`config.mk`:
```
export PLATFORM = sky130hd
export DESIGN_NAME = fwm_cycle_target
export DESIGN_NICKNAME = d
export VERILOG_FILES = /design/src/verilog/fwm_cycle_pkg.sv /design/src/verilog/fwm_cycle_target.sv
export SDC_FILE = /design/constraint.sdc
export NUM_CORES = 1
export LEC_CHECK = 0
export BUFFER_PORTS_ARGS = -buffer_cell sky130_fd_sc_hd__buf_2
export CORE_AREA = 3 3 170 131
export CTS_BUF_LIST = sky130_fd_sc_hd__clkbuf_16
export CTS_CLUSTER_SIZE = 24
export DETAILED_ROUTE_END_ITERATION = 16
export DIE_AREA = 0 0 173 134
export HOLD_SLACK_MARGIN = 0.08
export PLACE_DENSITY = 0.63
export SYNTH_ARGS = -nofsm -noshare
export SYNTH_HDL_FRONTEND = slang
export SYNTH_SLANG_ARGS = --single-unit
```
`constraint.sdc`:
```
create_clock -name CLK -period 2.3 [get_ports CLK]
set_input_delay 0.575 -clock CLK [delete_from_list [all_inputs] [get_ports CLK]]
set_output_delay 0.575 -clock CLK [all_outputs]
set_load 0.01 [all_outputs]
```
`src/verilog/fwm_cycle_pkg.sv`:
```
// constants and carrier types for the firmware memory cycle target
// assumes a single 100 MHz clock domain and a 4-bit nibble bus
package fwm_cycle_pkg;

  // start field codes
  localparam logic [3:0] START_READ   = 4'hd;
  localparam logic [3:0] START_WRITE  = 4'he;

  // fixed nibble values driven or expected on the bus
  localparam logic [3:0] NIB_ONES     = 4'hf;
  localparam logic [3:0] SYNC_READY   = 4'h0;

  // transfer size codes
  localparam logic [3:0] SIZE_1B      = 4'h0;
  localparam logic [3:0] SIZE_2B      = 4'h1;
  localparam logic [3:0] SIZE_4B      = 4'h2;
  localparam logic [3:0] SIZE_16B     = 4'h4;
  localparam logic [3:0] SIZE_128B    = 4'h7;

  // address field: seven nibbles, index of the last one
  localparam logic [7:0] ADDR_LAST    = 8'h06;
  localparam int         ADDR_W       = 28;
  localparam int         ADDR_CORE    = 22;
  localparam int         ADDR_LOW_W   = 21;

  // counter helpers
  localparam logic [7:0] CNT_ZERO     = 8'h00;
  localparam logic [7:0] CNT_ONE      = 8'h01;
  localparam logic [8:0] NIB_BASE     = 9'h002;
  localparam logic [8:0] NIB_DEC      = 9'h001;
  localparam logic [7:0] BYTE_BASE    = 8'h01;

  // bus cycle phases, one-hot
  typedef enum logic [8:0] {
    ST_IDLE  = 9'h001,
    ST_ADDR  = 9'h002,
    ST_SIZE  = 9'h004,
    ST_WDATA = 9'h008,
    ST_HTAR0 = 9'h010,
    ST_HTAR1 = 9'h020,
    ST_SYNC  = 9'h040,
    ST_RDATA = 9'h080,
    ST_DTAR  = 9'h100
  } phase_type;

  // request handed to the memory side at ready sync
  typedef struct packed {
    logic                  write;
    logic                  core;
    logic [ADDR_LOW_W-1:0] addr;
    logic [3:0]            size;
    logic [31:0]           data;
  } mem_req_type;

endpackage : fwm_cycle_pkg

```
`src/verilog/fwm_cycle_target.sv`:
```
// nibble-bus target for firmware memory read and write cycles
// assumes frame, nibble bus and strap pins arrive asynchronously; the
// memory side answers read bytes combinationally from RD_ADDR
//
// Function
// - start 1101 with frame low means read
// - start 1110 means write, decoded as frame rises
// - only last start nibble before frame rises
// - second clock select nibble must match straps
// - seven address nibbles, most significant first
// - read sizes 0,1,2,4,7 only
// - write sizes 0,1,2 only
// - device takes bus in second turnaround clock
// - read sync 0000, data follows next clock
// - read data nibbles, low nibble first
// - after read data drive ones, then float
// - write sync 0000 shows data accepted
// - after write sync drive ones, then float
// - every field sampled on its rising edge
// - frame low mid cycle ends cycle, release
// - abort cancels only the current bus cycle
// - select mismatch: ignore cycle, never drive
// - bad size: back to idle, no response
// - A22 picks core or registers, A0-A20 kept
// - unaligned multi-byte address aligned down
`timescale 1ns/1ps
`default_nettype none

module fwm_cycle_target (
  // clock and reset
  input  wire logic                      CLK,
  input  wire logic                      RESETN,
  // nibble bus pins
  input  wire logic                      LFRAME_N,
  input  wire logic [3:0]                LAD_IN,
  output var  logic [3:0]                LAD_OUT,
  output var  logic                      LAD_OE,
  // strap pins
  input  wire logic [3:0]                STRAP_SELECT_PINS,
  // memory side
  output var  logic                      MEM_STB,
  output var  fwm_cycle_pkg::mem_req_type MEM_REQ,
  output var  logic [20:0]               RD_ADDR,
  input  wire logic [7:0]                RD_DATA
);
  import fwm_cycle_pkg::*;

  // ----------------------------------------------------------------
  // pin synchronisers
  // ----------------------------------------------------------------
  logic        lframe_meta_ff;
  logic        lframe_s_ff;
  logic [3:0]  lad_meta_ff;
  logic [3:0]  lad_s_ff;
  logic [3:0]  strap_meta_ff;
  logic [3:0]  strap_s_ff;
  // whole bus view lags the pins by two clocks, consistently
  always_ff @(posedge CLK or negedge RESETN) begin
    if (!RESETN) begin
      lframe_meta_ff <= 1'b1;
      lframe_s_ff    <= 1'b1;
      lad_meta_ff    <= NIB_ONES;
      lad_s_ff       <= NIB_ONES;
      strap_meta_ff  <= 4'h0;
      strap_s_ff     <= 4'h0;
    end else begin
      lframe_meta_ff <= LFRAME_N;
      lframe_s_ff    <= lframe_meta_ff;
      lad_meta_ff    <= LAD_IN;
      lad_s_ff       <= lad_meta_ff;
      strap_meta_ff  <= STRAP_SELECT_PINS;
      strap_s_ff     <= strap_meta_ff;
    end
  end

  // ----------------------------------------------------------------
  // start field capture
  // ----------------------------------------------------------------
  logic        frame_low_ff;
  logic [3:0]  start_ff;
  logic        dir_write_ff;
  // each low clock overwrites, so the last nibble before release wins
  always_ff @(posedge CLK or negedge RESETN) begin
    if (!RESETN) begin
      frame_low_ff <= 1'b0;
      start_ff     <= NIB_ONES;
    end else begin
      frame_low_ff <= !lframe_s_ff;
      if (!lframe_s_ff) begin
        start_ff <= lad_s_ff;
      end
    end
  end
  logic start_known;
  logic select_hit;
  assign start_known = frame_low_ff &&
                       (start_ff == START_READ ||
                        start_ff == START_WRITE);
  assign select_hit  = (lad_s_ff == strap_s_ff);
  always_ff @(posedge CLK or negedge RESETN) begin
    if (!RESETN) begin
      dir_write_ff <= 1'b0;
    end else if (lframe_s_ff && start_known) begin
      dir_write_ff <= (start_ff == START_WRITE);
    end
  end

  // ----------------------------------------------------------------
  // phase sequencing
  // ----------------------------------------------------------------
  phase_type   state_ff;
  phase_type   nxt_state;
  logic [7:0]  cnt_ff;
  logic [3:0]  size_ff;
  logic [7:0]  nib_last;
  logic        size_ok;
  // writes stop at four bytes, reads also take 16 and 128
  assign size_ok  = (lad_s_ff == SIZE_1B) || (lad_s_ff == SIZE_2B) ||
                    (lad_s_ff == SIZE_4B) ||
                    (!dir_write_ff && (lad_s_ff == SIZE_16B ||
                                       lad_s_ff == SIZE_128B));
  // two nibbles per byte, 2**size bytes
  assign nib_last = 8'((NIB_BASE << size_ff[2:0]) - NIB_DEC);
  always_comb begin
    nxt_state = state_ff;
    if (!lframe_s_ff) begin
      // frame low aborts whatever runs; an abort nibble changes nothing
      nxt_state = ST_IDLE;
    end else begin
      case (state_ff)
        ST_IDLE: begin
          // mismatch stays idle: frame_low_ff drops, no retrigger
          if (start_known && select_hit) begin
            nxt_state = ST_ADDR;
          end
        end
        ST_ADDR: begin
          if (cnt_ff == ADDR_LAST) begin
            nxt_state = ST_SIZE;
          end
        end
        ST_SIZE: begin
          if (!size_ok) begin
            nxt_state = ST_IDLE;
          end else if (dir_write_ff) begin
            nxt_state = ST_WDATA;
          end else begin
            nxt_state = ST_HTAR0;
          end
        end
        ST_WDATA: begin
          if (cnt_ff == nib_last) begin
            nxt_state = ST_HTAR0;
          end
        end
        ST_HTAR0: begin
          // host ones then float, nothing to sample
          nxt_state = ST_HTAR1;
        end
        ST_HTAR1: begin
          nxt_state = ST_SYNC;
        end
        ST_SYNC: begin
          nxt_state = dir_write_ff ? ST_DTAR : ST_RDATA;
        end
        ST_RDATA: begin
          if (cnt_ff == nib_last) begin
            nxt_state = ST_DTAR;
          end
        end
        ST_DTAR: begin
          nxt_state = ST_IDLE;
        end
        default: begin
          nxt_state = ST_IDLE;
        end
      endcase
    end
  end

  always_ff @(posedge CLK or negedge RESETN) begin
    if (!RESETN) begin
      state_ff <= ST_IDLE;
    end else begin
      state_ff <= nxt_state;
    end
  end
  always_ff @(posedge CLK or negedge RESETN) begin
    if (!RESETN) begin
      cnt_ff <= CNT_ZERO;
    end else if (nxt_state != state_ff) begin
      cnt_ff <= CNT_ZERO;
    end else if (state_ff == ST_ADDR || state_ff == ST_WDATA ||
                 state_ff == ST_RDATA) begin
      cnt_ff <= cnt_ff + CNT_ONE;
    end
  end

  // ----------------------------------------------------------------
  // address, size and write data capture
  // ----------------------------------------------------------------
  logic [ADDR_W-1:0]     addr_ff;
  logic [31:0]           wdata_ff;
  logic [7:0]            byte_mask;
  logic [ADDR_LOW_W-1:0] base_addr;
  always_ff @(posedge CLK or negedge RESETN) begin
    if (!RESETN) begin
      addr_ff  <= '0;
      size_ff  <= SIZE_1B;
      wdata_ff <= '0;
    end else begin
      if (state_ff == ST_ADDR) begin
        addr_ff <= {addr_ff[ADDR_W-5:0], lad_s_ff};
      end
      if (state_ff == ST_SIZE) begin
        size_ff <= lad_s_ff;
      end
      if (state_ff == ST_WDATA) begin
        wdata_ff[{cnt_ff[2:0], 2'b00} +: 4] <= lad_s_ff;
      end
    end
  end
  // only A0..A20 and A22 are decoded; the page base is forced
  assign byte_mask = 8'((BYTE_BASE << size_ff[2:0]) - BYTE_BASE);
  assign base_addr = addr_ff[ADDR_LOW_W-1:0] &
                     ~{13'h0000, byte_mask};

  // ----------------------------------------------------------------
  // memory side request and read address
  // ----------------------------------------------------------------
  logic enter_sync;
  logic nxt_low;
  assign enter_sync = (state_ff == ST_HTAR1) && (nxt_state == ST_SYNC);
  assign nxt_low    = (state_ff == ST_SYNC) || cnt_ff[0];
  // requests issue only at sync, so a cycle aborted before sync leaves no trace
  always_ff @(posedge CLK or negedge RESETN) begin
    if (!RESETN) begin
      MEM_STB <= 1'b0;
      MEM_REQ <= '0;
    end else begin
      MEM_STB <= enter_sync;
      if (enter_sync) begin
        MEM_REQ.write <= dir_write_ff;
        MEM_REQ.core  <= addr_ff[ADDR_CORE];
        MEM_REQ.addr  <= base_addr;
        MEM_REQ.size  <= size_ff;
        MEM_REQ.data  <= wdata_ff;
      end
    end
  end
  // advance after the high nibble of each byte leaves
  always_ff @(posedge CLK or negedge RESETN) begin
    if (!RESETN) begin
      RD_ADDR <= '0;
    end else if (enter_sync) begin
      RD_ADDR <= base_addr;
    end else if (nxt_state == ST_RDATA && !nxt_low) begin
      RD_ADDR <= RD_ADDR + 21'h000001;
    end
  end

  // ----------------------------------------------------------------
  // bus drive
  // ----------------------------------------------------------------
  always_ff @(posedge CLK or negedge RESETN) begin
    if (!RESETN) begin
      LAD_OUT <= NIB_ONES;
      LAD_OE  <= 1'b0;
    end else begin
      case (nxt_state)
        ST_HTAR1: begin
          LAD_OUT <= NIB_ONES;
          LAD_OE  <= 1'b1;
        end
        ST_SYNC: begin
          LAD_OUT <= SYNC_READY;
          LAD_OE  <= 1'b1;
        end
        ST_RDATA: begin
          LAD_OUT <= nxt_low ? RD_DATA[3:0] : RD_DATA[7:4];
          LAD_OE  <= 1'b1;
        end
        ST_DTAR: begin
          LAD_OUT <= NIB_ONES;
          LAD_OE  <= 1'b1;
        end
        default: begin
          LAD_OUT <= NIB_ONES;
          LAD_OE  <= 1'b0;
        end
      endcase
    end
  end
endmodule : fwm_cycle_target

`default_nettype wire

```
; Word level (Yosys, flattened, before mapping)
; Cells that the tools add are included.
[op_classes]
muxes = 17
shift = 4
add_sub_neg = 5
reduce_logical = 21
bitwise = 2
eq_ne = 22
[ops]
columns = op, count
row1 = $pmux W9 S8, 1
row2 = $mux W9, 6
row3 = $mux W21, 2
row4 = $bwmux W32, 1
row5 = $shift A4 B7 Y32 const A, 1
row6 = $shiftx A4 B7 Y32, 1
row7 = $add A21 B1 Y21 const B, 1
row8 = $and A21 B21 Y21, 1
row9 = $not A8 Y21, 1
row10 = $eq A9 B6 Y1 const B, 2
row11 = $eq A9 B7 Y1 const B, 2
row12 = $eq A9 B8 Y1 const B, 2
row13 = $mux W8, 2
row14 = $sub A8 B1 Y8 const B, 2
row15 = $mux W5, 2
row16 = $eq A9 B1 Y1 const B, 1
row17 = $eq A9 B2 Y1 const B, 1
row18 = $eq A9 B3 Y1 const B, 1
row19 = $eq A9 B4 Y1 const B, 1
row20 = $eq A9 B5 Y1 const B, 1
row21 = $eq A9 B9 Y1 const B, 1
row22 = $ne A9 B9 Y1, 1
row23 = $add A8 B1 Y8 const B, 1
row24 = $eq A4 B3 Y1 const B, 2
row25 = other kinds (18), 34
[word_totals]
wordCells = 94
regBits = 186
out_inout_bits = 86

; Longest topological paths before layout
; Gate-level depths: netlist of run 1.
[depth]
ltp_word = 11
mapped_depth = 9

; Worst setup path before layout of run 1
; Ideal clock, no wire load.
[synth_path]
path_type = register to register
startpoint = reg state_ff[2]
endpoint = reg RD_ADDR[11]
period_less_slack_ns = 2.333
path_stages_with_launch = 9
t_arrival_ns = 2.215
setup_slack_ns = -0.033
required_time_ns = 2.182
cell_sequence = dfrtp_1 -> buf_4 -> nor4_4 -> o2111ai_4 -> and2_1 -> buf_2 -> a21oi_4 -> mux2_2 -> a21o_1
[synth_between]
elab_chain_len = 6
word_cells_on_any_way = 22
[synth_lines]
columns = item, line_no
row1 = "start, declared", fwm_cycle_target.sv:111  ; phase_type state_ff;
row2 = "start signal, assigned", fwm_cycle_target.sv:185  ; state_ff <= nxt_state;
row3 = "$eq A9 B8 Y1, or another cell as far along", fwm_cycle_target.sv:130  ; case (state_ff)
row4 = $pmux W9 S8, fwm_cycle_target.sv:130
row5 = $mux W9, fwm_cycle_target.sv:126  ; if (!lframe_s_ff) begin
row6 = $eq A9 B7 Y1 or $eq A9 B8 Y1 (tied branches), "fwm_cycle_target.sv:233, fwm_cycle_target.sv:257"
row7 = $logic_and A1 B1 Y1 (on tied branches), "fwm_cycle_target.sv:233, fwm_cycle_target.sv:257"
row8 = $mux W21 or $reduce_bool A2 Y1 (tied branches), --
row9 = "end signal, assigned", fwm_cycle_target.sv:256  ; RD_ADDR <= base_addr;
row10 = "end signal, assigned", fwm_cycle_target.sv:258  ; RD_ADDR <= RD_ADDR + 21'h000001;
row11 = "end, declared", fwm_cycle_target.sv:43  ; output var logic [20:0] RD_ADDR,
; Several ways; a longest one is shown, not always the timed one.
; A chain may end at the register's enable or synchronous reset.

; Final worst setup path of run 1
[layout_path]
startpoint = reg state_ff[2]
endpoint = reg wdata_ff[17]
[layout_between]
elab_chain_len = 1
[layout_lines]
columns = item, line_no
row1 = $eq A9 B4 Y1, fwm_cycle_target.sv:218  ; if (state_ff == ST_WDATA) begin
row2 = "end signal, assigned by index", fwm_cycle_target.sv:219  ; wdata_ff[{cnt_ff[2:0], 2'b00} +: 4] <= lad_s_ff;
row3 = "end, declared", fwm_cycle_target.sv:203  ; logic [31:0] wdata_ff;
; Every way passes these cells.

==> flow_summary.toml, run 1 <==
[timing]
final.setup_skew_ns = 0.0135
fin_crit_sh_pct = 96.9
fmaxAchievable_ghz = 0.449
rsz0062_at_grt = "true"
final.min_clock_period_ns = 2.23
tightestPinTransition_ns = 0.545
fin_setup_tns_ns = 0
hold_viol = 0
setup_viol = 0
finalMaxSlewViolations = 0
relSlewSlack_pct = 63.6

[drt]
met3WireLength_um = 965
drc = 0
firstDrtPassIters = 4
drt_iter0_markers = 513
ant_nets = 0
vias = 6478
drt-total-wl_um = 20700
wl_met1_um = 10700
highest-signal-layer = "met4"
wl_met2_um = 8850
wl_per_cell_um = 16.4
routed_via_density = 5.14

[die]
die_area_um2 = 23200
ios = 105
die_w_um = 173
fp-row-count = 46
die_h_um = 134
core_um2 = 20800
initial_core_util_pct = 39.6

[clocking]
clock_latency_ns = 0.43
cts_root_buf = "clkbuf_16"
clock_sinks = 185
cts_tree = "built"
clockBufferDepth = 2
htreeDepth = 4
cts_hold_buf = 0
clk_pin_slew_ns = 0.07
cts_made_buffers = 17

[pwr]
leakage_uw = 0.00519
intPower_uw = 4960
max-vdd-ir-drop_mv = 0.360
p_switching_uw = 1450
pwr-share-seq_pct = 51.9
fin_total_pwr_uw = 6410
power_density_nw_per_um2 = 617
p_sw_share_pct = 22.6
combPwrFrac_pct = 2.8
clkPwrFrac_pct = 45.4

[run_status]
status = "complete, no violations"

[placement]
place.port_buffers = 104
dp_cells = 1224
place_hpwl_um = 14800
routabilityCongestion = 0.864
place_area_um2 = 9610

[synth]
ys_seq_area_share_pct = 56.4
async_flop_share_pct = 100
synth.distinct_cells = 69
yosys_most_used_dff = "dfrtp_1"
synth-edff-count = 0
synth_warnings = 0
syn_inst = 795
avgSynthCellArea_um2 = 10.4
syn_area_um2 = 8250
synth-seq-cells = 185
syn_nets = 822

[setup_path]
crit_type = "flip-flop to flip-flop"
path_cells = "or4_4, nor4_2, buf_4, and2_4, nand3_4, nor4_4, buf_4, mux2_4"
crit-reg2reg-launch = "state_ff[2]"
worst-path-buf-inv = 2
slowest_stage = "or4_4"
path_depth = 8
startpoint_type = "flip-flop"
slowest_delay_ns = 0.56
path_delay_family = "simple AND/OR/NAND/NOR gates"
r2r_cells = 8
worstPathRequired_ns = 2.61
critical_path.endpoint_type = "flip-flop"
rrSetupSlack_ns = 0.07
path_common_cell = "buf_4"
crit_fanout = 4
timing.rr.end = "wdata_ff[17]"
arrival_ns = 2.53

[global_routing]
antenna_found_initial = 0
grt_pass1_vias = 6185
grt.total_usage_pct = 18.1
grt_first_pass_wirelength_um = 33900
grt.overflow.total = 0
grt_max_degree = 60

[layout]
fin_nets = 987
antenna-diode-count = 0
final_cells = 1260
drive_above_1_share_pct = 32.2
final_area_um2 = 10400
final_core_util_pct = 49.9
area_growth_pct = 26.0

[job]
max-cap-violations = 0

[worst_hold_path]
hp-class = "input pin to async pin"
-- metrics by stage --
step | setup WS, ns | hold slack [ns]
floorplan | 0.00691 | 0.279
detailed placement | -0.0483 | 0.335
CTS | 0.00242 | 0.117
global route | -0.0393 | 0.129
finish | 0.0722 | 0.111
global placement | -0.0246 | 0.333
-- cell families after synthesis --
logic type | share of synthesized area, %
AO/OA/AOI/OAI | 11.1
AND/OR/NAND/NOR | 19.7
XOR/XNOR | 2.12
flip-flops | 56.4
buffers and inverters | 2.90
multiplexers | 6.56
adder cells (fa/ha/maj) | 1.21
-- area by class of cell --
type | count | area [um^2]
Sequential cell | 185 | 4660
Clock buffer | 17 | 425
Inverter | 18 | 67.6
Tap cell | 288 | 360
Timing Repair Buffer | 183 | 1200
Multi-Input combinational cell | 555 | 3540
Fill cell | 1951 | 10400
Clock inverter | 14 | 149
-- how the worst max path moves through the flow --
| stage | start | end | slack (ns) |
|---|---|---|---|
| finish | state_ff[2] | wdata_ff[17] | 0.07 |
| floorplan | state_ff[5] | wdata_ff[16] | 0.007 |
| detailed placement | state_ff[5] | RD_ADDR[16] | -0.05 |
| CTS | state_ff[8] | RD_ADDR[0] | 0.002 |
| global placement | state_ff[8] | RD_ADDR[0] | -0.02 |
| global route | state_ff[1] | RD_ADDR[0] | -0.04 |
-- what timing repair did --
action                     in CTS  in global routing
pin swaps                       3                  6
setup endpoints to repair      11                 56
setup buffers                   3                  2
gates resized for setup         4                 34
-- metal layers --
layer	vias up	track usage, %
met4	0	4.73
met3	16	3.51
met5	-	0
li1	3107	-
met2	170	25.7
met1	3185	28.2
-- flip-flops by register name, summed over array words and instances (netlist names), 4 cells and up --
signal / cells
strap_meta_ff: 4
cnt_ff: 8
start_ff: 4
lad_meta_ff: 4
RD_ADDR: 21
wdata_ff: 32
lad_s_ff: 4
size_ff: 4
MEM_REQ: 59
LAD_OUT: 4
strap_s_ff: 4
addr_ff: 22
state_ff: 9
-- Yosys cell counts, types with 8 or more instances --
| cell type | instances | area share [%] |
|---|---|---|
| a211oi_1 | 13 | 1.2 |
| xnor2_1 | 15 | 1.6 |
| nor3_1 | 9 | 0.55 |
| dfstp_2 | 19 | 6.0 |
| mux2_2 | 41 | 5.6 |
| nor2_1 | 21 | 0.96 |
| clkbuf_1 | 22 | 1.0 |
| inv_1 | 17 | 0.77 |
| a21o_1 | 10 | 0.91 |
| nand4_1 | 13 | 0.99 |
| ha_1 | 8 | 1.2 |
| nor4_1 | 9 | 0.68 |
| nand2_1 | 218 | 9.9 |
| buf_2 | 11 | 0.67 |
| mux2i_1 | 8 | 0.97 |
| o21ai_0 | 40 | 2.4 |
| nand3_1 | 28 | 1.7 |
| dfrtp_1 | 166 | 50 |
| a21oi_1 | 11 | 0.67 |
| a31oi_1 | 8 | 0.61 |
-- power groups by stage --
stage	registers (uW)	logic [uW]	clock network (uW)
6_report	3330	177	2910
5_1_grt	3330	201	3140
4_1_cts	3330	179	2990
3_5_place_dp	3390	178	0
3_3_place_gp	3390	177	0
2_1_floorplan	3370	59.5	0
-- placed cells by master, fill, tap and decap left out, types with 8 or more instances in the layout --
master	n
clkbuf_16	17
nor3_1	8
mux2i_1	8
o21ai_0	39
inv_1	20
nand3_1	26
buf_2	103
buf_4	72
a21oi_1	11
a31oi_1	8
dfstp_2	19
a21o_1	10
mux2_2	37
nand4_1	13
nand2_1	218
nor2_1	21
dfrtp_1	163
xnor2_1	15
-- worst reg2reg max path, delay by kind of cell (launching register included) --
| kind | cells | cell delay (ns) |
|---|---|---|
| buffers and inverters | 2 | 0.35 |
| multiplexers | 1 | 0.31 |
| AND/OR/NAND/NOR | 5 | 1.07 |
| flip-flops | 1 | 0.38 |
No activity file was read; power rests on OpenSTA's default activity.
==> run 2, diff against run 1 <==
- CORE_AREA: 3 3 170 131 -> 3 3 150 116
- DIE_AREA: 0 0 173 134 -> 0 0 153 119
- PLACE_DENSITY: 0.63 -> 0.77
==> run 2 against run 1 <==
Via count rose by 2.7%. Power rose by 0.57%. Register-to-register slack got worse by 0.11 ns. The flow now finishes with violations (negative setup slack).
==> flow_summary.toml, run 2 (same netlist as run 1, synthesis figures left out) <==
[run_status]
status = "complete, but fails checks"
violations = "negative setup slack"

[drt]
wl_per_cell_um = 17.3
ant_nets = 0
drt_iter0_markers = 577
routed_via_density = 5.64
firstDrtPassIters = 5
drc = 0
vias = 6655
drt-total-wl_um = 20400

[layout]
fillers = 1250
final_cells = 1181
antenna-diode-count = 0
final_area_um2 = 10200
reg_top3 = "MEM_REQ: 59 flops, wdata_ff: 32 flops, addr_ff: 22 flops"
final_common_cell = "nand2_1"
drive_above_1_share_pct = 31.6
area_growth_pct = 23.7
max_flop_register = "MEM_REQ"
most-common-layout-cells = "218 x nand2_1, 162 x dfrtp_1, 103 x buf_2"
fin_nets = 985
largest_reg_flops = 59

[die]
die_area_um2 = 18200
die_h_um = 119
core_um2 = 16000
initial_core_util_pct = 51.7
die_w_um = 153
fp-row-count = 40
ios = 105

[setup_path]
path_delay_family = "simple AND/OR/NAND/NOR gates"
crit-reg2reg-launch = "state_ff[5]"
path_cells = "or4_4, nor4_4, buf_4, and2_4, nand3_4, nor4_4, buf_4, mux2_4"
startpoint_type = "flip-flop"
worstPathRequired_ns = 2.61
slowest_stage = "or4_4"
arrival_ns = 2.64
crit_path_start = "state_ff[5]"
slowest_delay_ns = 0.57
crit_type = "flip-flop to flip-flop"
critical_path.endpoint_type = "flip-flop"
crit_fanout = 4
timing.rr.end = "wdata_ff[19]"
rrSetupSlack_ns = -0.03
worst-path-buf-inv = 2
r2r_cells = 8

[timing]
setup_viol = 4
relSlewSlack_pct = 63.7
rsz0062_at_grt = "true"
tightestPinTransition_ns = 0.544
hold_viol = 0
finalMaxSlewViolations = 0
fin_setup_tns_ns = -0.102
fmaxAchievable_ghz = 0.428
final.min_clock_period_ns = 2.33
setup_slack_ns = -0.0344
fin_crit_sh_pct = 101
final.setup_skew_ns = 0.0105

[clocking]
htreeDepth = 4
cts_made_buffers = 17
cts_root_buf = "clkbuf_16"
clk_pin_slew_ns = 0.07
clock_latency_ns = 0.43
clock_sinks = 185
cts_tree = "built"
clockBufferDepth = 2

[pwr]
intPower_uw = 4980
p_sw_share_pct = 22.7
clkPwrFrac_pct = 45.7
power_density_nw_per_um2 = 632
max-vdd-ir-drop_mv = 0.715
pwr-share-seq_pct = 51.6
p_switching_uw = 1470
combPwrFrac_pct = 2.7
fin_total_pwr_uw = 6450
leakage_uw = 0.00517

[global_routing]
antenna_found_initial = 0
grt.overflow.total = 0
grt_max_degree = 48
grt_pass1_vias = 6335
grt.total_usage_pct = 22.3
grt_first_pass_wirelength_um = 32900

[placement]
dp_cells = 1142
place_hpwl_um = 14300
place.port_buffers = 104
place_area_um2 = 9450
routabilityCongestion = 0.933

[job]
max-cap-violations = 0

[worst_hold_path]
hp-class = "input pin to async pin"
==> run 2: cell types whose count changed in the layout (fill, tap and decap cells not counted), moves of 2 or more <==
cell | before | now
inv_1 | 20 | 17
nor4b_1 | 1 | 3
clkinv_2 | 0 | 4
buf_12 | 6 | 4
a211oi_1 | 7 | 11
a211oi_2 | 6 | 2
==> run 2: power by group through the flow <==
stage                     registers, uW  clock network [uW]  logic [uW]
after CTS                          3330                2980         178
final                              3320                2950         177
after global placement             3380                   0         176
after floorplan                    3370                   0        59.5
after global routing               3330                3130         199
after detailed placement           3390                   0         178
==> run 2: metal layers <==
metal | track usage, % | vias to the layer above | wire (um) | share of wire, %
met4 | 6.29 | 0 | 331 | 1.6
met5 | 0 | - | 0 | 0
li1 | - | 3098 | - | -
met3 | 5.48 | 29 | 1290 | 6.3
met1 | 32.6 | 3312 | 9470 | 46
met2 | 33.5 | 216 | 9340 | 46
==> run 2: how the worst max path moves through the flow <==
stage | slack [ns] | cells after the start | endpoint
after floorplan | 0.007 | 7 | wdata_ff[16]
after CTS | 0.01 | 8 | wdata_ff[18]
after detailed placement | 0.003 | 7 | wdata_ff[19]
after global routing | -0.12 | 8 | wdata_ff[19]
final | -0.03 | 8 | wdata_ff[19]
after global placement | 0.05 | 9 | LAD_OE
==> run 2: per-stage QoR <==
step | hold WS (ns) | setup WS, ns | util (%)
3_3_place_gp | 0.333 | 0.0504 | 59.2
5_1_grt | 0.100 | -0.116 | 63.9
6_report | 0.0715 | -0.0344 | 63.9
2_1_floorplan | 0.279 | 0.00691 | -
3_5_place_dp | 0.335 | 0.00279 | 59.2
4_1_cts | 0.0824 | 0.0104 | 63.1
==> run 2: area by class of cell <==
type	count	area, um^2	share of cell area, %
sequential	185	4660	45.6
tap	210	263	2.57
timing repair buffer	181	1170	11.4
multi-input combinational	555	3460	33.9
clock buffer	17	425	4.17
clock inverter	15	165	1.62
inverter	18	67.6	0.662
==> run 2: repair_timing <==
action	in CTS	in global routing
pin swaps	1	8
hold buffers	0	0
endpoints found under the setup margin	11	39
setup buffers	1	6
gates cloned	0	0
resized for setup	7	22
endpoints found under the hold margin	0	0
